$ cat src/cstc_cfg.svh
// register offsets, reset values and timing counts of the sensing timing bank
`ifndef CSTC_CFG_SVH
`define CSTC_CFG_SVH

// register offsets of the serial bus
`define CSTC_ADDR_MODE              8'hE0
`define CSTC_ADDR_NORMAL_COUNT      8'hE3
`define CSTC_ADDR_NORMAL_WAIT       8'hE4
`define CSTC_ADDR_NORMAL_APPLY      8'hE5
`define CSTC_ADDR_NORMAL_INIT_APPLY 8'hE6
`define CSTC_ADDR_CHECK_COUNT       8'hE7
`define CSTC_ADDR_CHECK_WAIT        8'hE8
`define CSTC_ADDR_CHECK_APPLY       8'hE9
`define CSTC_ADDR_CHECK_INIT_APPLY  8'hEA
`define CSTC_ADDR_STATUS            8'hF8

// index of each timing register inside the storage array
`define CSTC_IDX_NORMAL_COUNT       3'h0
`define CSTC_IDX_NORMAL_WAIT        3'h1
`define CSTC_IDX_NORMAL_APPLY       3'h2
`define CSTC_IDX_NORMAL_INIT_APPLY  3'h3
`define CSTC_IDX_CHECK_COUNT        3'h4
`define CSTC_IDX_CHECK_WAIT         3'h5
`define CSTC_IDX_CHECK_APPLY        3'h6
`define CSTC_IDX_CHECK_INIT_APPLY   3'h7
`define CSTC_TIMING_REGS            8

// field positions
`define CSTC_MODE_INTERMITTENT_BIT  0
`define CSTC_STATUS_BUSY_BIT        0
`define CSTC_STATUS_KIND_LSB        1
`define CSTC_STATUS_CAL_PEND_BIT    3

// reset values
`define CSTC_RST_TIMING             8'h00
`define CSTC_RST_MODE               8'h00

// 7-bit serial bus address, arbitrary value
`define CSTC_BUS_ADDR               7'h2A

// one phase step of a timing field, in ns, and its length in clock cycles
`define CSTC_CLK_PERIOD_NS          10
`define CSTC_PHASE_UNIT_NS          1000
`define CSTC_PHASE_UNIT_CYCLES      ((`CSTC_PHASE_UNIT_NS + `CSTC_CLK_PERIOD_NS - 1) / `CSTC_CLK_PERIOD_NS)

`endif

$ cat src/cstc_pkg.sv
// types shared by the sensing timing bank
package cstc_pkg;

  // sequencer phases
  typedef enum logic [2:0] {
    SEQ_IDLE,
    SEQ_INIT_APPLY,
    SEQ_CMP_WAIT,
    SEQ_APPLY,
    SEQ_COMPARE,
    SEQ_DONE
  } cstc_seq_state_t;

  // serial slave phases
  typedef enum logic [2:0] {
    I2C_IDLE,
    I2C_ADDR,
    I2C_ADDR_ACK,
    I2C_WR,
    I2C_WR_ACK,
    I2C_RD,
    I2C_RD_ACK
  } cstc_i2c_state_t;

  // kind of sensing, as shown by sense_kind and in status
  typedef enum logic [1:0] {
    KIND_NORMAL = 2'h0,
    KIND_CHECK  = 2'h1,
    KIND_CAL    = 2'h2
  } cstc_kind_t;

endpackage

$ cat src/cstc_i2c_slave.sv
// 2-wire serial slave with an auto-incrementing register pointer
`timescale 1ns/10ps
`include "cstc_cfg.svh"

module cstc_i2c_slave (
  input  wire logic       clock,
  input  wire logic       srst,
  input  wire logic       scl_in,
  input  wire logic       sda_in,
  output logic            sda_out,
  output logic            sda_oe_n,
  output logic [7:0]      reg_addr,
  output logic            reg_wr,
  output logic [7:0]      reg_wdata,
  input  wire logic [7:0] reg_rdata
);

  cstc_pkg::cstc_i2c_state_t state;
  logic [2:0] scl_sync;
  logic [2:0] sda_sync;
  logic       scl_f;
  logic       sda_f;
  logic       scl_prev;
  logic       sda_prev;
  logic [3:0] bit_cnt;
  logic [7:0] shreg;
  logic       read_mode;
  logic       ptr_phase;
  logic       master_ack;
  logic       scl_rise;
  logic       scl_fall;
  logic       start_cond;
  logic       stop_cond;

  // pin synchronisers; a level counts once the last two stages agree
  always_ff @(posedge clock) begin
    if (srst) begin
      scl_sync <= 3'h7;
      sda_sync <= 3'h7;
      scl_f    <= 1'b1;
      sda_f    <= 1'b1;
      scl_prev <= 1'b1;
      sda_prev <= 1'b1;
    end else begin
      scl_sync <= {scl_sync[1:0], scl_in};
      sda_sync <= {sda_sync[1:0], sda_in};
      if (scl_sync[1] == scl_sync[2]) scl_f <= scl_sync[2];
      if (sda_sync[1] == sda_sync[2]) sda_f <= sda_sync[2];
      scl_prev <= scl_f;
      sda_prev <= sda_f;
    end
  end

  assign scl_rise   = scl_f & ~scl_prev;
  assign scl_fall   = ~scl_f & scl_prev;
  assign start_cond = scl_f & scl_prev & sda_prev & ~sda_f;
  assign stop_cond  = scl_f & scl_prev & ~sda_prev & sda_f;
  assign sda_out    = 1'b0;                     // open drain: only ever pulls low

  // byte engine; start and stop override any phase
  always_ff @(posedge clock) begin
    if (srst) begin
      state      <= cstc_pkg::I2C_IDLE;
      bit_cnt    <= 4'h0;
      shreg      <= 8'h00;
      read_mode  <= 1'b0;
      ptr_phase  <= 1'b0;
      master_ack <= 1'b0;
      sda_oe_n   <= 1'b1;
      reg_addr   <= 8'h00;
      reg_wr     <= 1'b0;
      reg_wdata  <= 8'h00;
    end else begin
      reg_wr <= 1'b0;
      if (start_cond) begin
        state    <= cstc_pkg::I2C_ADDR;
        bit_cnt  <= 4'h0;
        sda_oe_n <= 1'b1;
      end else if (stop_cond) begin
        state    <= cstc_pkg::I2C_IDLE;
        sda_oe_n <= 1'b1;
      end else begin
        unique case (state)
          cstc_pkg::I2C_IDLE: begin
            sda_oe_n <= 1'b1;
          end
          cstc_pkg::I2C_ADDR: begin
            if (scl_rise) begin
              shreg   <= {shreg[6:0], sda_f};
              bit_cnt <= bit_cnt + 4'h1;
            end else if (scl_fall && bit_cnt == 4'h8) begin
              if (shreg[7:1] == `CSTC_BUS_ADDR) begin
                sda_oe_n  <= 1'b0;               // acknowledge own address
                read_mode <= shreg[0];
                state     <= cstc_pkg::I2C_ADDR_ACK;
              end else begin
                state <= cstc_pkg::I2C_IDLE;
              end
            end
          end
          cstc_pkg::I2C_ADDR_ACK: begin
            if (scl_fall) begin
              bit_cnt <= 4'h0;
              if (read_mode) begin
                shreg    <= reg_rdata;
                sda_oe_n <= reg_rdata[7];
                state    <= cstc_pkg::I2C_RD;
              end else begin
                sda_oe_n  <= 1'b1;
                ptr_phase <= 1'b1;               // first written byte is the pointer
                state     <= cstc_pkg::I2C_WR;
              end
            end
          end
          cstc_pkg::I2C_WR: begin
            if (scl_rise) begin
              shreg   <= {shreg[6:0], sda_f};
              bit_cnt <= bit_cnt + 4'h1;
            end else if (scl_fall && bit_cnt == 4'h8) begin
              sda_oe_n <= 1'b0;
              state    <= cstc_pkg::I2C_WR_ACK;
              if (ptr_phase) begin
                reg_addr <= shreg;
              end else begin
                reg_wr    <= 1'b1;
                reg_wdata <= shreg;
              end
            end
          end
          cstc_pkg::I2C_WR_ACK: begin
            if (scl_fall) begin
              sda_oe_n <= 1'b1;
              bit_cnt  <= 4'h0;
              state    <= cstc_pkg::I2C_WR;
              if (!ptr_phase) reg_addr <= reg_addr + 8'h01;
              ptr_phase <= 1'b0;
            end
          end
          cstc_pkg::I2C_RD: begin
            if (scl_rise) begin
              bit_cnt <= bit_cnt + 4'h1;
            end else if (scl_fall) begin
              if (bit_cnt == 4'h8) begin
                sda_oe_n <= 1'b1;
                reg_addr <= reg_addr + 8'h01;   // early, so next data settles
                state    <= cstc_pkg::I2C_RD_ACK;
              end else begin
                shreg    <= {shreg[6:0], 1'b0};
                sda_oe_n <= shreg[6];
              end
            end
          end
          cstc_pkg::I2C_RD_ACK: begin
            if (scl_rise) begin
              master_ack <= ~sda_f;
            end else if (scl_fall) begin
              bit_cnt <= 4'h0;
              if (master_ack) begin
                shreg    <= reg_rdata;
                sda_oe_n <= reg_rdata[7];
                state    <= cstc_pkg::I2C_RD;
              end else begin
                state <= cstc_pkg::I2C_IDLE;
              end
            end
          end
        endcase
      end
    end
  end

endmodule

$ cat src/cstc_phase_timer.sv
// phase timer: counts a timing field in whole phase units
`timescale 1ns/10ps
`include "cstc_cfg.svh"

module cstc_phase_timer (
  input  wire logic       clock,
  input  wire logic       srst,
  input  wire logic       load,
  input  wire logic [7:0] length,
  output logic            expired
);

  localparam logic [6:0] UNIT_LAST = 7'(`CSTC_PHASE_UNIT_CYCLES - 1);

  logic [6:0] prescale;
  logic [7:0] remaining;
  logic       unit_tick;

  // prescaler restarts at load so a phase lasts length units and one cycle
  always_ff @(posedge clock) begin
    if (srst || load) begin
      prescale <= 7'h00;
    end else if (remaining != 8'h00) begin
      prescale <= unit_tick ? 7'h00 : prescale + 7'h01;
    end
  end

  assign unit_tick = (prescale == UNIT_LAST);

  // remaining units of the running phase
  always_ff @(posedge clock) begin
    if (srst) begin
      remaining <= 8'h00;
    end else if (load) begin
      remaining <= length;
    end else if (remaining != 8'h00 && unit_tick) begin
      remaining <= remaining - 8'h01;
    end
  end

  assign expired = (remaining == 8'h00);

endmodule

$ cat src/cstc_top.sv
// sensing timing bank: serial register file and sensing phase sequencer
`timescale 1ns/10ps
`include "cstc_cfg.svh"

// Behaviour
// - normal sensing performs as many comparisons as normal_compare_count gives.
// - normal sensing holds the comparator wait for normal_comparator_wait units.
// - each normal apply phase lasts normal_apply_time units.
// - the normal initial apply phase lasts normal_initial_apply_time units.
// - check and calibration sensing perform check_compare_count comparisons.
// - check and calibration comparator wait lasts check_comparator_wait units.
// - check and calibration apply phases last check_apply_time units.
// - check and calibration initial apply lasts check_initial_apply_time units.
// - check sensing replaces normal sensing only while intermittent_enable is set.
module cstc_top (
  input  wire logic clock,
  input  wire logic srst,
  input  wire logic scl_in,
  input  wire logic sda_in,
  output logic      sda_out,
  output logic      sda_oe_n,
  input  wire logic sense_start,
  input  wire logic cal_request,
  output logic      afe_initial_apply,
  output logic      afe_apply,
  output logic      afe_comparator_wait,
  output logic      afe_compare_strobe,
  output logic      sense_busy,
  output logic [1:0] sense_kind,
  output logic      sense_done,
  output logic      intermittent_active
);

  // register storage and bus side
  logic [7:0] timing_reg [0:`CSTC_TIMING_REGS-1];
  logic [7:0] mode_reg;
  logic [7:0] bus_addr;
  logic       bus_wr;
  logic [7:0] bus_wdata;
  logic [7:0] bus_rdata;
  logic [7:0] status_reg;
  logic [3:0] addr_hit;

  // sequencer
  cstc_pkg::cstc_seq_state_t state;
  cstc_pkg::cstc_seq_state_t next_state;
  cstc_pkg::cstc_kind_t      kind;
  cstc_pkg::cstc_kind_t      next_kind;
  logic       cal_pending;
  logic       start_now;
  logic [7:0] sh_count;
  logic [7:0] sh_wait;
  logic [7:0] sh_apply;
  logic [7:0] compares_left;
  logic       timer_load;
  logic [7:0] timer_length;
  logic       timer_expired;
  logic [2:0] set_base;

  // maps a bus address onto the timing array; bit 3 flags a hit
  function automatic logic [3:0] cstc_decode(input logic [7:0] addr);
    logic [7:0] rel;
    rel = addr - `CSTC_ADDR_NORMAL_COUNT;
    if (addr >= `CSTC_ADDR_NORMAL_COUNT && addr <= `CSTC_ADDR_CHECK_INIT_APPLY) begin
      cstc_decode = {1'b1, rel[2:0]};
    end else begin
      cstc_decode = 4'h0;
    end
  endfunction

  // first index of the parameter set for a sensing kind
  function automatic logic [2:0] cstc_set_base(input cstc_pkg::cstc_kind_t k);
    cstc_set_base = (k == cstc_pkg::KIND_NORMAL) ? `CSTC_IDX_NORMAL_COUNT : `CSTC_IDX_CHECK_COUNT;
  endfunction

  cstc_i2c_slave u_bus (
    .clock     (clock),
    .srst      (srst),
    .scl_in    (scl_in),
    .sda_in    (sda_in),
    .sda_out   (sda_out),
    .sda_oe_n  (sda_oe_n),
    .reg_addr  (bus_addr),
    .reg_wr    (bus_wr),
    .reg_wdata (bus_wdata),
    .reg_rdata (bus_rdata)
  );

  // decoded once, shared by the write port and the read mux
  assign addr_hit = cstc_decode(bus_addr);

  // timing registers; writes to unmapped offsets are dropped
  always_ff @(posedge clock) begin
    if (srst) begin
      for (int i = 0; i < `CSTC_TIMING_REGS; i++) begin
        timing_reg[i] <= `CSTC_RST_TIMING;
      end
    end else if (bus_wr && addr_hit[3]) begin
      timing_reg[addr_hit[2:0]] <= bus_wdata;
    end
  end

  // mode register; only the intermittent enable is used here, the rest is storage
  always_ff @(posedge clock) begin
    if (srst) begin
      mode_reg <= `CSTC_RST_MODE;
    end else if (bus_wr && bus_addr == `CSTC_ADDR_MODE) begin
      mode_reg <= bus_wdata;
    end
  end

  assign intermittent_active = mode_reg[`CSTC_MODE_INTERMITTENT_BIT];

  // read-only status of the sequencer
  always_comb begin
    status_reg = 8'h00;
    status_reg[`CSTC_STATUS_BUSY_BIT] = sense_busy;
    status_reg[`CSTC_STATUS_KIND_LSB +: 2] = kind;
    status_reg[`CSTC_STATUS_CAL_PEND_BIT] = cal_pending;
  end

  // read mux; unmapped offsets read as zero
  always_comb begin
    if (addr_hit[3]) begin
      bus_rdata = timing_reg[addr_hit[2:0]];
    end else if (bus_addr == `CSTC_ADDR_MODE) begin
      bus_rdata = mode_reg;
    end else if (bus_addr == `CSTC_ADDR_STATUS) begin
      bus_rdata = status_reg;
    end else begin
      bus_rdata = 8'h00;
    end
  end

  // calibration request waits for the sequencer; a new request beats the clear
  always_ff @(posedge clock) begin
    if (srst) begin
      cal_pending <= 1'b0;
    end else if (cal_request) begin
      cal_pending <= 1'b1;
    end else if (state == cstc_pkg::SEQ_IDLE && next_state == cstc_pkg::SEQ_INIT_APPLY
                 && next_kind == cstc_pkg::KIND_CAL) begin
      cal_pending <= 1'b0;
    end
  end

  // calibration first, then check sensing when intermittent, else normal
  always_comb begin
    if (cal_pending) begin
      next_kind = cstc_pkg::KIND_CAL;
    end else if (intermittent_active) begin
      next_kind = cstc_pkg::KIND_CHECK;
    end else begin
      next_kind = cstc_pkg::KIND_NORMAL;
    end
  end

  assign start_now = sense_start | cal_pending;
  assign set_base  = cstc_set_base(next_kind);

  // phase sequence: initial apply, comparator wait, then apply and compare per count
  always_comb begin
    next_state   = state;
    timer_load   = 1'b0;
    timer_length = 8'h00;
    unique case (state)
      cstc_pkg::SEQ_IDLE: begin
        if (start_now) begin
          next_state   = cstc_pkg::SEQ_INIT_APPLY;
          timer_load   = 1'b1;
          timer_length = timing_reg[set_base + 3'h3];
        end
      end
      cstc_pkg::SEQ_INIT_APPLY: begin
        if (timer_expired) begin
          next_state   = cstc_pkg::SEQ_CMP_WAIT;
          timer_load   = 1'b1;
          timer_length = sh_wait;
        end
      end
      cstc_pkg::SEQ_CMP_WAIT: begin
        if (timer_expired) begin
          if (sh_count == 8'h00) begin
            next_state = cstc_pkg::SEQ_DONE;
          end else begin
            next_state   = cstc_pkg::SEQ_APPLY;
            timer_load   = 1'b1;
            timer_length = sh_apply;
          end
        end
      end
      cstc_pkg::SEQ_APPLY: begin
        if (timer_expired) next_state = cstc_pkg::SEQ_COMPARE;
      end
      cstc_pkg::SEQ_COMPARE: begin
        if (compares_left == 8'h01) begin
          next_state = cstc_pkg::SEQ_DONE;
        end else begin
          next_state   = cstc_pkg::SEQ_APPLY;
          timer_load   = 1'b1;
          timer_length = sh_apply;
        end
      end
      cstc_pkg::SEQ_DONE: begin
        next_state = cstc_pkg::SEQ_IDLE;
      end
      default: begin
        next_state = cstc_pkg::SEQ_IDLE;
      end
    endcase
  end

  always_ff @(posedge clock) begin
    if (srst) begin
      state <= cstc_pkg::SEQ_IDLE;
    end else begin
      state <= next_state;
    end
  end

  // parameter set is frozen at start, so bus writes never tear a running sensing
  always_ff @(posedge clock) begin
    if (srst) begin
      kind     <= cstc_pkg::KIND_NORMAL;
      sh_count <= 8'h00;
      sh_wait  <= 8'h00;
      sh_apply <= 8'h00;
    end else if (state == cstc_pkg::SEQ_IDLE && start_now) begin
      kind     <= next_kind;
      sh_count <= timing_reg[set_base];
      sh_wait  <= timing_reg[set_base + 3'h1];
      sh_apply <= timing_reg[set_base + 3'h2];
    end
  end

  // comparisons still to do in this sensing
  always_ff @(posedge clock) begin
    if (srst) begin
      compares_left <= 8'h00;
    end else if (state == cstc_pkg::SEQ_CMP_WAIT && next_state == cstc_pkg::SEQ_APPLY) begin
      compares_left <= sh_count;
    end else if (state == cstc_pkg::SEQ_COMPARE) begin
      compares_left <= compares_left - 8'h01;
    end
  end

  cstc_phase_timer u_timer (
    .clock   (clock),
    .srst    (srst),
    .load    (timer_load),
    .length  (timer_length),
    .expired (timer_expired)
  );

  // front-end controls registered from the next phase, so they line up with it
  always_ff @(posedge clock) begin
    if (srst) begin
      afe_initial_apply   <= 1'b0;
      afe_apply           <= 1'b0;
      afe_comparator_wait <= 1'b0;
      afe_compare_strobe  <= 1'b0;
      sense_done          <= 1'b0;
      sense_busy          <= 1'b0;
      sense_kind          <= 2'h0;
    end else begin
      afe_initial_apply   <= (next_state == cstc_pkg::SEQ_INIT_APPLY);
      afe_apply           <= (next_state == cstc_pkg::SEQ_APPLY);
      afe_comparator_wait <= (next_state == cstc_pkg::SEQ_CMP_WAIT);
      afe_compare_strobe  <= (next_state == cstc_pkg::SEQ_COMPARE);
      sense_done          <= (next_state == cstc_pkg::SEQ_DONE);
      sense_busy          <= (next_state != cstc_pkg::SEQ_IDLE);
      if (state == cstc_pkg::SEQ_IDLE && start_now) sense_kind <= next_kind;
    end
  end

endmodule

$ cat config.mk
export PLATFORM = sky130hd
export DESIGN_NAME = cstc_top
export DESIGN_NICKNAME = d
export VERILOG_FILES = /design/src/cstc_pkg.sv /design/src/cstc_i2c_slave.sv /design/src/cstc_phase_timer.sv /design/src/cstc_top.sv
export VERILOG_INCLUDE_DIRS = /design/src
export SDC_FILE = /design/constraint.sdc
export NUM_CORES = 1
export LEC_CHECK = 0
export BUFFER_PORTS_ARGS = -buffer_cell sky130_fd_sc_hd__buf_2
export CAP_MARGIN = 20
export CORE_AREA = 5 5 124 126
export DETAILED_ROUTE_END_ITERATION = 10
export DIE_AREA = 0 0 129 131
export MAX_ROUTING_LAYER = met4
export PLACE_DENSITY = 0.81
export SYNTH_ARGS = -nofsm -noshare
export SYNTH_HDL_FRONTEND = slang
export SYNTH_SLANG_ARGS = --single-unit
$ cat constraint.sdc
create_clock -name clock -period 8.55 [get_ports clock]
set_clock_uncertainty 0.05 [all_clocks]
set_input_delay 0 -clock clock [delete_from_list [all_inputs] [get_ports clock]]
set_output_delay 0 -clock clock [all_outputs]
set_load 0.02 [all_outputs]
After elaboration in Yosys (flattened, before gate mapping)
Memory sizes are Yosys's and may differ from the RTL's. A register that Yosys moved wholly into a read port is not among the register bits.
Cells that the tools add are included.
Operators by class
  add/sub/neg operators: 9
  magnitude comparators: 2
  eq/ne operators: 55
  mux-type cells: 101
  bitwise logic cells: 18
  reduce and logical (&&, ||, !) cells: 43
Operator list (count)
  $mux 8: 29
  $pmux 8 s4: 2
  $mux 3: 21
  $reduce_and 12->1: 4
  $mux 1: 34
  $ne 4x1->1 const B: 7
  $ne 2x1->1 const B: 13
  $pmux 8 s3: 1
  $mux 4: 5
  $eq 3x2->1 const B: 6
  $eq 3x3->1 const B: 6
  $pmux 3 s6: 1
  $reduce_and 6->1: 3
  $eq 8x8->1 const B: 2
  $logic_not 8->1: 2
  $ne 4x4->1 const B: 4
  $reduce_bool 8->1: 2
  $sub 8x1->8 const B: 2
  $pmux 3 s5: 1
  $ne 2x2->1 const B: 7
  $pmux 4 s3: 1
  $reduce_and 11->1: 1
  $not 1->1: 10
  $eq 3x1->1 const B: 3
  other kinds (34): 61
Word-level totals
  flip-flop bits (word level): 89
  RAM bits: 64
  input port bits: 6
  output and inout port bits: 11
  logic and storage cells: 259
  memories: 1
Memory list
  timing_reg: words 8, bits a word 8, rd ports 5, clocked after memory_dff 3, write ports 8, line cstc_top.sv:35  | logic [7:0] timing_reg [0:`CSTC_TIMING_REGS-1];

Longest topological paths before layout
Gate-level depths: netlist of run 1.
  word-level depth: 9
  gate-level depth with buffers: 10
  gate-level depth less buffers: 8

Hierarchy
A second synthesis of run 1 with hierarchy kept.
Second synthesis, totals
  cell total of the unflattened synthesis: 977
  area total of the unflattened synthesis: 9185.1 sq um
By module, submodules not included
  cstc_top: times used 1, cells an instance 582, area each 5690.5 sq um, sequential area each 2962.8 sq um
  cstc_i2c_slave: times used 1, cells an instance 298, area each 2630.0 sq um, sequential area each 920.9 sq um
  cstc_phase_timer: times used 1, cells an instance 97, area each 864.6 sq um, sequential area each 300.3 sq um

Least setup slack after synthesis of run 1
Ideal clock, no wire load.
  kind: reg-to-reg
  from: register u_bus.reg_addr[0]
  to: memory timing_reg[0][0], enable pin
  library setup time: 0.384 ns
  arrival time: 2.297 ns
  required time: 8.116 ns
  setup slack: 5.819 ns
  stages on the path, launching flop included: 10
  path buffers: 2
  clock period less this slack: 2.731 ns
  cell sequence: dfxtp_1 -> clkbuf_1 -> inv_1 -> ha_1 -> nor2b_1 -> o21ai_1 -> and3_1 -> clkbuf_1 -> nand2_1 -> o21ai_0
RTL lines
  start: declaration: line cstc_i2c_slave.sv:12  | output logic [7:0] reg_addr,
  start signal: assignment: line cstc_i2c_slave.sv:123  | reg_addr <= shreg;
  start signal: assignment: line cstc_i2c_slave.sv:135  | if (!ptr_phase) reg_addr <= reg_addr + 8'h01;
  start signal: assignment: line cstc_i2c_slave.sv:145  | reg_addr <= reg_addr + 8'h01;
  end: declaration: line cstc_top.sv:35

==> reports/metrics.csv, run 1 <==
metric,value,unit
status,completed,
area grow syn2layout,8.65,%
first-pass iteration count of the detailed router,7,
Resized cells post-CTS,0,
H-tree depth,4,
Reg-to-Reg Start,u_bus.reg_addr[0]$_SDFFE_PP0P_,
simple-gate share of the synthesized area,0.236,
FMAX,262,MHz
mean area per synthesized cell,9.44,sq um
drt wl/cell,21.5,microns
cell mode on critical path,inv_1,
Tcrit/Tclk final,0.446,
Sink Count,177,
port bufs,15,
P_leak,3.48,nW
total wire length,24500,microns
"most common cell after layout, fill and taps aside",dfxtp_1,
compound-cell area share of the yosys netlist,0.170,
layout cell share with drive strength beyond 1,0.116,
Int Pwr,0.00161,W
sequential cell area fraction in the yosys report,0.465,
Hold Crit Class,input port to flop,
# DRC,0,
Crit Path Class,flop to flop,
worst hold endpoint,u_bus.sda_sync[0]$_SDFF_PP1_,
Power Density,240,nW/um^2
Die Span Y,131,microns
Final setup viols,0,
CP Max Fanout,18,
crit end category,flop,
"commonest cells after routing, fill and taps aside","dfxtp_1, nor2_1, nand2_1",
vias in the first global route,6815,
Placer Congestion,1.01,
"Clk Latency, worst-skew pair",0.44,ns
FP Rows,44,
worst vdd rail ir drop,157,uV
Worst Setup SP,u_bus.reg_addr[0]$_SDFFE_PP0P_,
clock root buffer,clkbuf_16,
Clock Path Buffers,2,
dominant combinational cell family by area after synthesis,simple AND/OR/NAND/NOR gates,
Largest register FFs,64,
synthesized cell area,8990,sq um
Most used DFF post-synth,dfxtp_1,
DIE WIDTH,129,microns
Synth cell types,81,
starting density of the core,0.633,
synth warn,0,
mean number of vias per cell,6.59,
Seq pwr share,0.447,
total CTS buffers,17,
GRT Residual Overflow,0,
design area,9770,sq um
IO Pins,17,
R2R setup slack,4.73,ns
Reg2Reg Depth,6,
Setup TNS,0,ns
GRT Total Usage,0.307,
post-CTS setup buffer count,0,
MaxCap Viol Count,0,
ANT nets after route,0,
Syn Inst Count,953,
final hold viol count,0,
CP Cell Sequence,"inv_1, ha_1, inv_1, nor2_1, nand4_1, o21ai_0",
ys async rst share,0,
worst hold path depth,3,
largest net degree at the start of global routing,58,
Net Sw Frac,0.313,
"flops & latches, synth",177,
initial DRC count,824,
Mapped Nets,969,
diode count,0,
crit-path max cell delay,0.86,ns
Max transition margin,0.257,
proportion of synthesized area in mux cells,0.0619,
"Slew Viols, Final",0,
initial antenna violation count,0,
DP Wirelength,17200,microns
Post-synth EDFFs,64,
Placed Instance Area,9090,sq um
CTS tree,yes,
Comb pwr share,0.209,
RSZ-0062 raised after global routing,no,
fin crit period,3.82,ns
Synth Area in XOR/XNOR,0.0135,
"CTS clk-pin slew, worst paths",0.07,ns
Critical R2R Capture,timing_reg[7][0]$_SDFFCE_PN0P_,
"slowest stage cell, crit path",o21ai_0,
cts-stage hold buffer count,7,
nets,956,
Worst Hold Launch,sda_in,
Clock Power Share,0.344,
Adder-Cell Fraction of Synth Area,0.0139,
Worst EP arrival,3.83,ns
Startpoint Class,flop,
global-route wire length before repair,38200,microns
die area,16900,sq um
CP required,8.56,ns
worst slew pin tran,1.10,ns
switching pwr,0.000734,W
total core area,14200,sq um
routed vias,7496,
critical path: cells and delay by family (launching register included):
family          cells  cell delay (ns)
compound gates      1             0.86
fa+ha+maj           1             0.66
buf+inv             2             0.62
flops               1             0.82
simple gates        2             0.42
power by group through the flow:
stage | combinational [W] | clock [W] | sequential, W
after CTS | 0.000489 | 0.000810 | 0.00105
final | 0.000490 | 0.000805 | 0.00105
after floorplan | 0.000404 | 0 | 0.00104
after global routing | 0.000547 | 0.000851 | 0.00106
after global placement | 0.000471 | 0 | 0.00106
after detailed placement | 0.000483 | 0 | 0.00106
how the worst max path moves through the flow:
| stage | end | cells after the start | slack (ns) |
|---|---|---|---|
| 6_report | timing_reg[7][0]$_SDFFCE_PN0P_ | 6 | 4.73 |
| 2_1_floorplan | timing_reg[0][0]$_SDFFCE_PN0P_ | 9 | 5.82 |
| 3_3_place_gp | timing_reg[7][0]$_SDFFCE_PN0P_ | 6 | 4.91 |
| 4_1_cts | timing_reg[7][3]$_SDFFCE_PN0P_ | 6 | 4.84 |
| 3_5_place_dp | timing_reg[7][0]$_SDFFCE_PN0P_ | 6 | 4.89 |
| 5_1_grt | timing_reg[7][0]$_SDFFCE_PN0P_ | 6 | 4.57 |
cell usage after synthesis, types with 3 or more instances:
| master | instances | area, sq um |
|---|---|---|
| a211oi_1 | 10 | 75.1 |
| a21o_1 | 4 | 30.0 |
| a21oi_1 | 53 | 265 |
| a222oi_1 | 8 | 80.1 |
| a22oi_1 | 7 | 52.6 |
| a311oi_1 | 30 | 263 |
| a31oi_1 | 9 | 56.3 |
| and2_1 | 68 | 425 |
| and3_1 | 11 | 68.8 |
| and4_1 | 6 | 52.6 |
| buf_1 | 5 | 18.8 |
| buf_2 | 9 | 45.0 |
| buf_6 | 3 | 33.8 |
| clkbuf_1 | 42 | 158 |
| dfxtp_1 | 113 | 2260 |
| edfxtp_1 | 64 | 1920 |
| ha_1 | 10 | 125 |
| inv_1 | 19 | 71.3 |
| mux2_2 | 19 | 214 |
| mux2i_1 | 17 | 170 |
| mux4_2 | 7 | 158 |
| nand2_1 | 86 | 323 |
| nand2b_1 | 3 | 18.8 |
| nand3_1 | 28 | 140 |
| nand3b_1 | 3 | 22.5 |
| nand4_1 | 11 | 68.8 |
| nand4b_1 | 4 | 35.0 |
| nor2_1 | 101 | 379 |
| nor2b_1 | 5 | 31.3 |
| nor3_1 | 26 | 130 |
| nor3b_1 | 3 | 22.5 |
| nor4_1 | 8 | 50.1 |
| nor4_4 | 3 | 63.8 |
| o211a_1 | 4 | 40.0 |
| o211ai_1 | 3 | 22.5 |
| o21a_1 | 4 | 30.0 |
| o21ai_0 | 52 | 260 |
| o22ai_1 | 5 | 31.3 |
| o31ai_1 | 10 | 75.1 |
| o41ai_1 | 3 | 26.3 |
| or2_2 | 12 | 75.1 |
| or3_1 | 6 | 37.5 |
| xnor2_1 | 8 | 70.1 |
| xor2_1 | 4 | 35.0 |
metal layers:
layer  track usage  part of all wire  vias to the layer above
li1              -                 -                     3488
met1         0.410              0.40                     3564
met2         0.476              0.47                      392
met3        0.0650             0.099                       52
met4        0.0871             0.025                        0
met5             -                 0                        -
cell type report:
cell class              count  area [sq um]
multi-input cells         693          4470
fillers                  1125          4430
flip-flops and latches    177          4180
clock buffers              18           429
well taps                 184           230
repair buffers             30           205
clock inverters            14           179
inverters                  21          78.8
cells by family after synthesis:
family	Yosys count
AO/OA/AOI/OAI	224
XOR/XNOR	13
adder cells (fa/ha/maj)	10
buffers and inverters	83
flip-flops	177
multiplexers	44
other	1
AND/OR/NAND/NOR	401
metrics by stage:
step	power (W)	setup slack [ns]	util	hold WS, ns	cells
after detailed placement	0.00154	4.89	0.640	0.137	1097
after global placement	0.00153	4.91	0.640	0.137	1097
after global routing	0.00245	4.57	0.688	0.260	1137
after floorplan	0.00144	5.82	-	0.0538	953
final	0.00234	4.73	0.688	0.238	1137
after CTS	0.00234	4.84	0.688	0.220	1136
Power figures use the tool's default switching activity.
==> run 2: changes to the inputs <==
Settings changed: CORE_AREA 5 5 124 126 to 5 5 132 134, DIE_AREA 0 0 129 131 to 0 0 137 139, PLACE_DENSITY 0.81 to 0.75.
Clock period 8.55 ns to 3.3 ns, I/O delays scaled along.
==> run 2 against run 1 <==
  * Sequential cell count did not move
  * Utilization down 7.2 points
  * Sequential share of layout area fell by 0.80 points
  * Cell area up 1.9%
  * Sequential power increased to 2.6 times the previous value
  * Total power rose to 2.7 times the previous value
  * Die area grew 13%
  * Clock power increased to 2.8 times the previous value
  * Critical path depth is the same
  * Hold slack worse by 0.015 ns
  * Critical endpoint is now u_bus.shreg[6]$_SDFFE_PP0P_
==> reports/metrics.csv, run 2 (synthesis results as in run 1) <==
metric,value,unit,change
largest net degree at the start of global routing,46,,-21%
status,completed,,
mean number of vias per cell,6.40,,-3.0%
Final setup viols,0,,unchanged
Clock Path Buffers,2,,unchanged
"Clk Latency, worst-skew pair",0.44,ns,about the same
Max transition margin,0.404,,+0.147
busiest grt layer,met1,,
area grow syn2layout,10.7,%,
"Slew Viols, Final",0,,unchanged
crit end category,flop,,
RSZ-0062 raised after global routing,no,,
met2 Usage GRT,0.379,,-0.0971
Layout Cells excl Fill,1183,,+4.0%
initial DRC count,914,,+11%
"commonest cells after routing, fill and taps aside","dfxtp_1, nor2_1, nand2_1",,
switching pwr,0.00191,W,+160%
total CTS buffers,17,,unchanged
M3 GR Usage,0.0479,,-0.0171
Power Density,624,nW/um^2,+160%
met1 usage in global routing,0.385,,-0.0258
Hold Crit Class,input port to flop,,
post-CTS setup buffer count,0,,unchanged
clock root buffer,clkbuf_16,,
FP Rows,47,,+6.8%
first-pass iteration count of the detailed router,8,,+1
Clock Power Share,0.358,,+0.014
Die Span Y,139,microns,+6.1%
Util after Layout,0.616,,-0.0722
DIE WIDTH,137,microns,+6.2%
initial antenna violation count,0,,unchanged
cts-stage hold buffer count,5,,-2
Int Pwr,0.00431,W,+170%
global-route wire length before repair,38500,microns,+0.87%
Placer Congestion,1.01,,+0.11%
FMAX,356,MHz,+36%
fin crit period,2.81,ns,-1.01 ns
Tcrit/Tclk final,0.850,,+0.404
layout cell share with drive strength beyond 1,0.128,,+0.0113
Largest register FFs,64,,unchanged
"CTS clk-pin slew, worst paths",0.07,ns,about the same
die area,19000,sq um,+13%
H-tree depth,4,,unchanged
MaxCap Viol Count,0,,unchanged
fill count,1309,,+16%
Sink Count,177,,unchanged
DP Wirelength,17200,microns,+0.25%
GRT Residual Overflow,0,,unchanged
CTS tree,yes,,
drt wl/cell,20.9,microns,-2.8%
CP required,3.62,ns,-4.94 ns
# DRC,0,,unchanged
GRT Total Usage,0.270,,-0.0365
"most common cell after layout, fill and taps aside",dfxtp_1,,
vias in the first global route,6764,,-0.75%
routed vias,7566,,+0.93%
Resized cells post-CTS,0,,unchanged
total power,0.00622,W,+170%
P_leak,3.57,nW,+2.6%
Net Sw Frac,0.307,,-0.00582
nets,966,,+1.0%
Comb pwr share,0.207,,-0.002
starting density of the core,0.556,,-0.0771
port bufs,15,,unchanged
Startpoint Class,flop,,
worst slew pin tran,0.870,ns,-0.233 ns
Worst EP arrival,3.12,ns,-0.71 ns
total wire length,24800,microns,+1.1%
CP Max Fanout,15,,-3
total core area,16200,sq um,+14%
diode count,0,,unchanged
cell count after placement,1146,,+4.5%
IO Pins,17,,unchanged
final hold viol count,0,,unchanged
Seq pwr share,0.435,,-0.012
Crit Path Class,flop to flop,,
Setup TNS,0,ns,unchanged
worst vdd rail ir drop,389,uV,+150%
ANT nets after route,0,,unchanged
==> run 2: cell count changes in the layout (fill, tap and decap cells not counted) <==
cell	before	now
buf_2	15	14
inv_4	0	1
clkinv_2	2	1
clkinvlp_4	2	0
clkbuf_16	17	19
clkbuf_8	0	1
buf_12	0	2
buf_4	8	19
clkinv_4	2	0
dlygate4sd3_1	7	5
inv_8	1	2
==> run 2: final timing paths <==
| kind | cells after the start | start | slack, ns | end |
|---|---|---|---|---|
| worst max-delay path | 6 | u_bus.state[0]$_SDFFE_PP0P_ | 0.49 | u_bus.shreg[6]$_SDFFE_PP0P_ |
| worst min-delay path | 3 | scl_in | 0.22 | u_bus.scl_sync[0]$_SDFF_PP1_ |
| worst max register to register | 6 | u_bus.state[0]$_SDFFE_PP0P_ | 0.49 | u_bus.shreg[6]$_SDFFE_PP0P_ |
| worst min register to register | 1 | u_bus.scl_sync[0]$_SDFF_PP1_ | 0.36 | u_bus.scl_sync[1]$_SDFF_PP1_ |
==> run 2: critical path: stages (launching register included) <==
cell	delay (ns)
dfxtp_1	0.61
clkinv_1	0.38
nor2_1	0.46
mux2i_1	0.79
or3_1	0.21
o211ai_1	0.09
a31oi_1	0.14
==> run 2: layer usage <==
| metal | vias to the layer above | part of all wire |
|---|---|---|
| met1 | 3587 | 0.43 |
| li1 | 3507 | - |
| met5 | - | 0 |
| met4 | 0 | 0.041 |
| met3 | 73 | 0.094 |
| met2 | 399 | 0.44 |
==> run 2: through the flow <==
step / setup WS [ns] / area (sq um) / hold slack, ns
finish: 0.495 / 9960 / 0.223
global route: 0.276 / 9960 / 0.220
CTS: 0.509 / 9960 / 0.219
detailed placement: 0.580 / 9260 / 0.135
global placement: 0.646 / 9260 / 0.133
floorplan: 0.569 / 8990 / 0.0538
==> run 2: power groups by stage <==
stage	logic (W)	registers, W	clock network (W)
finish	0.00129	0.00270	0.00223
global route	0.00142	0.00273	0.00235
CTS	0.00129	0.00270	0.00224
detailed placement	0.00127	0.00274	0
global placement	0.00124	0.00274	0
floorplan	0.00105	0.00269	0
==> run 2: final cells by class <==
class                      count  area [sq um]  area share
clock buffer                  21           493      0.0495
clock inverter                11           159      0.0160
inverter                      21          78.8     0.00791
multi-input combinational    693          4470       0.448
sequential                   177          4180       0.420
tap                          220           275      0.0276
timing repair buffer          40           303      0.0304
==> run 3: changes to the inputs <==
Settings changed: ABC_AREA set to 1, CORE_AREA 5 5 132 134 to 5 5 130 132, DIE_AREA 0 0 137 139 to 0 0 135 137, PLACE_DENSITY 0.75 to 0.76.
==> run 3 against run 2 <==
  * Cell area is 3.5% lower
  * Cell count rose by 14%
  * Clock power shrank 12%
  * Setup slack improved by 0.054 ns
  * Critical endpoint is now timing_reg[0][3]$_SDFFCE_PN0P_
  * Largest power group unchanged
  * Highest routed layer unchanged
==> reports/metrics.csv, run 3 <==
metric,value,unit,change
post-CTS setup buffer count,0,,unchanged
total core area,15600,sq um,-3.6%
compound-cell area share of the yosys netlist,0.184,,+0.0137
ys async rst share,0,,unchanged
status,completed,,
Synth cell types,53,,-35%
RSZ-0062 raised after global routing,no,,
Startpoint Class,flop,,
drt wl/cell,17.0,microns,-19%
initial antenna violation count,0,,unchanged
starting density of the core,0.560,,+0.00420
Largest register FFs,64,,unchanged
mean number of vias per cell,5.69,,-11%
area grow syn2layout,9.98,%,
worst vdd rail ir drop,407,uV,+4.5%
Resized cells post-CTS,0,,unchanged
"Slew Viols, Final",0,,unchanged
mean area per synthesized cell,7.86,sq um,-17%
MaxCap Viol Count,0,,unchanged
top post-synthesis cells by area,"dfxtp_1, edfxtp_1, nand2_1",,
simple-gate share of the synthesized area,0.221,,-0.0148
CP required,3.35,ns,-0.27 ns
Die Span Y,137,microns,-1.4%
total CTS buffers,17,,unchanged
cts-stage hold buffer count,6,,+1
FP Rows,46,,-2.1%
Power Density,682,nW/um^2,+9.2%
total power,0.00655,W,+5.4%
post-synth top area share,0.259,,+0.00731
first-pass iteration count of the detailed router,6,,-2
P_leak,3.79,nW,+6.3%
Clock Path Buffers,2,,unchanged
DP Wirelength,16700,microns,-2.8%
Syn Inst Count,1112,,+17%
GRT Residual Overflow,0,,unchanged
Hold Crit Class,input port to flop,,
Worst EP arrival,2.80,ns,-0.32 ns
Max transition margin,0.357,,-0.0468
Crit Path Class,flop to flop,,
Adder-Cell Fraction of Synth Area,0.0143,,+0.000404
"count leader, synth",nand2_1,,
H-tree depth,4,,unchanged
fin crit period,2.75,ns,-0.0539 ns
Most used DFF post-synth,dfxtp_1,,
Placed Instance Area,8980,sq um,-3.0%
dominant combinational cell family by area after synthesis,simple AND/OR/NAND/NOR gates,,
global-route wire length before repair,36900,microns,-4.2%
clock root buffer,clkbuf_16,,
port bufs,15,,unchanged
Post-synth EDFFs,64,,unchanged
largest net degree at the start of global routing,57,,+24%
Util after Layout,0.616,,about the same
CTS tree,yes,,
nets,1140,,+18%
Placer Congestion,1.03,,+2.6%
proportion of synthesized area in mux cells,0.00129,,-0.0606
"Clk Latency, worst-skew pair",0.44,ns,about the same
IO Pins,17,,unchanged
"CTS clk-pin slew, worst paths",0.07,ns,about the same
post-synth top area cell,dfxtp_1,,
total wire length,23000,microns,-7.2%
DIE WIDTH,135,microns,-1.5%
"commonest cells after routing, fill and taps aside","nand2_1, nor2_1, inv_1",,
die area,18500,sq um,-2.9%
vias in the first global route,6907,,+2.1%
"flops & latches, synth",177,,unchanged
ANT nets after route,0,,unchanged
CP Max Fanout,10,,-5
diode count,0,,unchanged
"most common cell after layout, fill and taps aside",nand2_1,,
crit end category,flop,,
hold_ws,0.241,ns,+0.0181 ns
FMAX,363,MHz,+2.0%
routed vias,7694,,+1.7%
synth warn,0,,unchanged
Mapped Nets,1128,,+16%
GRT Total Usage,0.264,,-0.00612
synthesized cell area,8740,sq um,-2.8%
"top cells by count, synth","nand2_1, nor2_1, inv_1",,
initial DRC count,843,,-7.8%
Setup TNS,0,ns,unchanged
layout cell share with drive strength beyond 1,0.0941,,-0.0336
final hold viol count,0,,unchanged
# DRC,0,,unchanged
Tcrit/Tclk final,0.834,,-0.0163
worst slew pin tran,0.961,ns,+0.0916 ns
Synth Area in XOR/XNOR,0.0199,,+0.00640
Sink Count,177,,unchanged
Final setup viols,0,,unchanged
sequential cell area fraction in the yosys report,0.479,,+0.0135
design area,9610,sq um,-3.5%
[run 3: cell count changes in the layout (fill, tap and decap cells not counted), moves of 14 or more]
cell,delta
a21oi_1,+39
a311oi_1,-30
a31oi_1,+21
and2_1,-67
inv_1,+95
mux2_2,-18
mux2i_1,-17
nand2_1,+101
nand3_1,+14
nor2_1,+53
o211ai_1,+22
o21ai_0,+49
[run 3: worst max-delay path, cell delays in order, from the launching register on]
cell	delay [ns]
dfxtp_1	0.39
clkinv_1	0.28
ha_1	0.48
o211ai_2	0.49
nand3_1	0.36
nand2_1	0.37
[run 3: through the flow]
step	setup slack (ns)	cells
floorplan	1.04	1112
global placement	0.696	1315
detailed placement	0.606	1315
CTS	0.581	1353
global route	0.339	1353
finish	0.549	1353
[run 3: cells by family after synthesis]
kind of cell | Yosys count
buffers and inverters | 176
DFF | 177
adders and majority gates | 10
and+or+nand+nor | 445
AOI/OAI and AO/OA | 283
muxes | 1
other | 1
xor gates and xnor gates | 19
[run 3: power breakdown]
part | internal (W) | total (W) | switching [W]
combinational | 0.000564 | 0.00171 | 0.00114
sequential | 0.00258 | 0.00288 | 0.000300
clock | 0.00106 | 0.00197 | 0.000910
[run 3: per-layer routing]
metal,vias up,share of wire,GRT usage
li1,3773,-,-
met1,3541,0.43,0.362
met2,332,0.45,0.400
met3,48,0.091,0.0445
met4,0,0.025,0.0918
met5,-,0,-
[run 3: final timing paths]
kind | cells past startpoint | startpoint | slack, ns | endpoint
worst max register to register | 5 | u_bus.reg_addr[0]$_SDFFE_PP0P_ | 0.55 | timing_reg[0][3]$_SDFFCE_PN0P_
worst max-delay path | 5 | u_bus.reg_addr[0]$_SDFFE_PP0P_ | 0.55 | timing_reg[0][3]$_SDFFCE_PN0P_
worst min-delay path | 3 | scl_in | 0.24 | u_bus.scl_sync[0]$_SDFF_PP1_
worst min register to register | 1 | u_bus.sda_sync[0]$_SDFF_PP1_ | 0.36 | u_bus.sda_sync[1]$_SDFF_PP1_
[run 3: cell type report]
cell class                      count  area [sq um]
Clock buffer                       17           425
Clock inverter                     15           148
Fill cell                        1383          5980
Timing Repair Buffer               32           218
Tap cell                          216           270
Multi-Input combinational cell    759          3850
Inverter                          137           514
Sequential cell                   177          4180
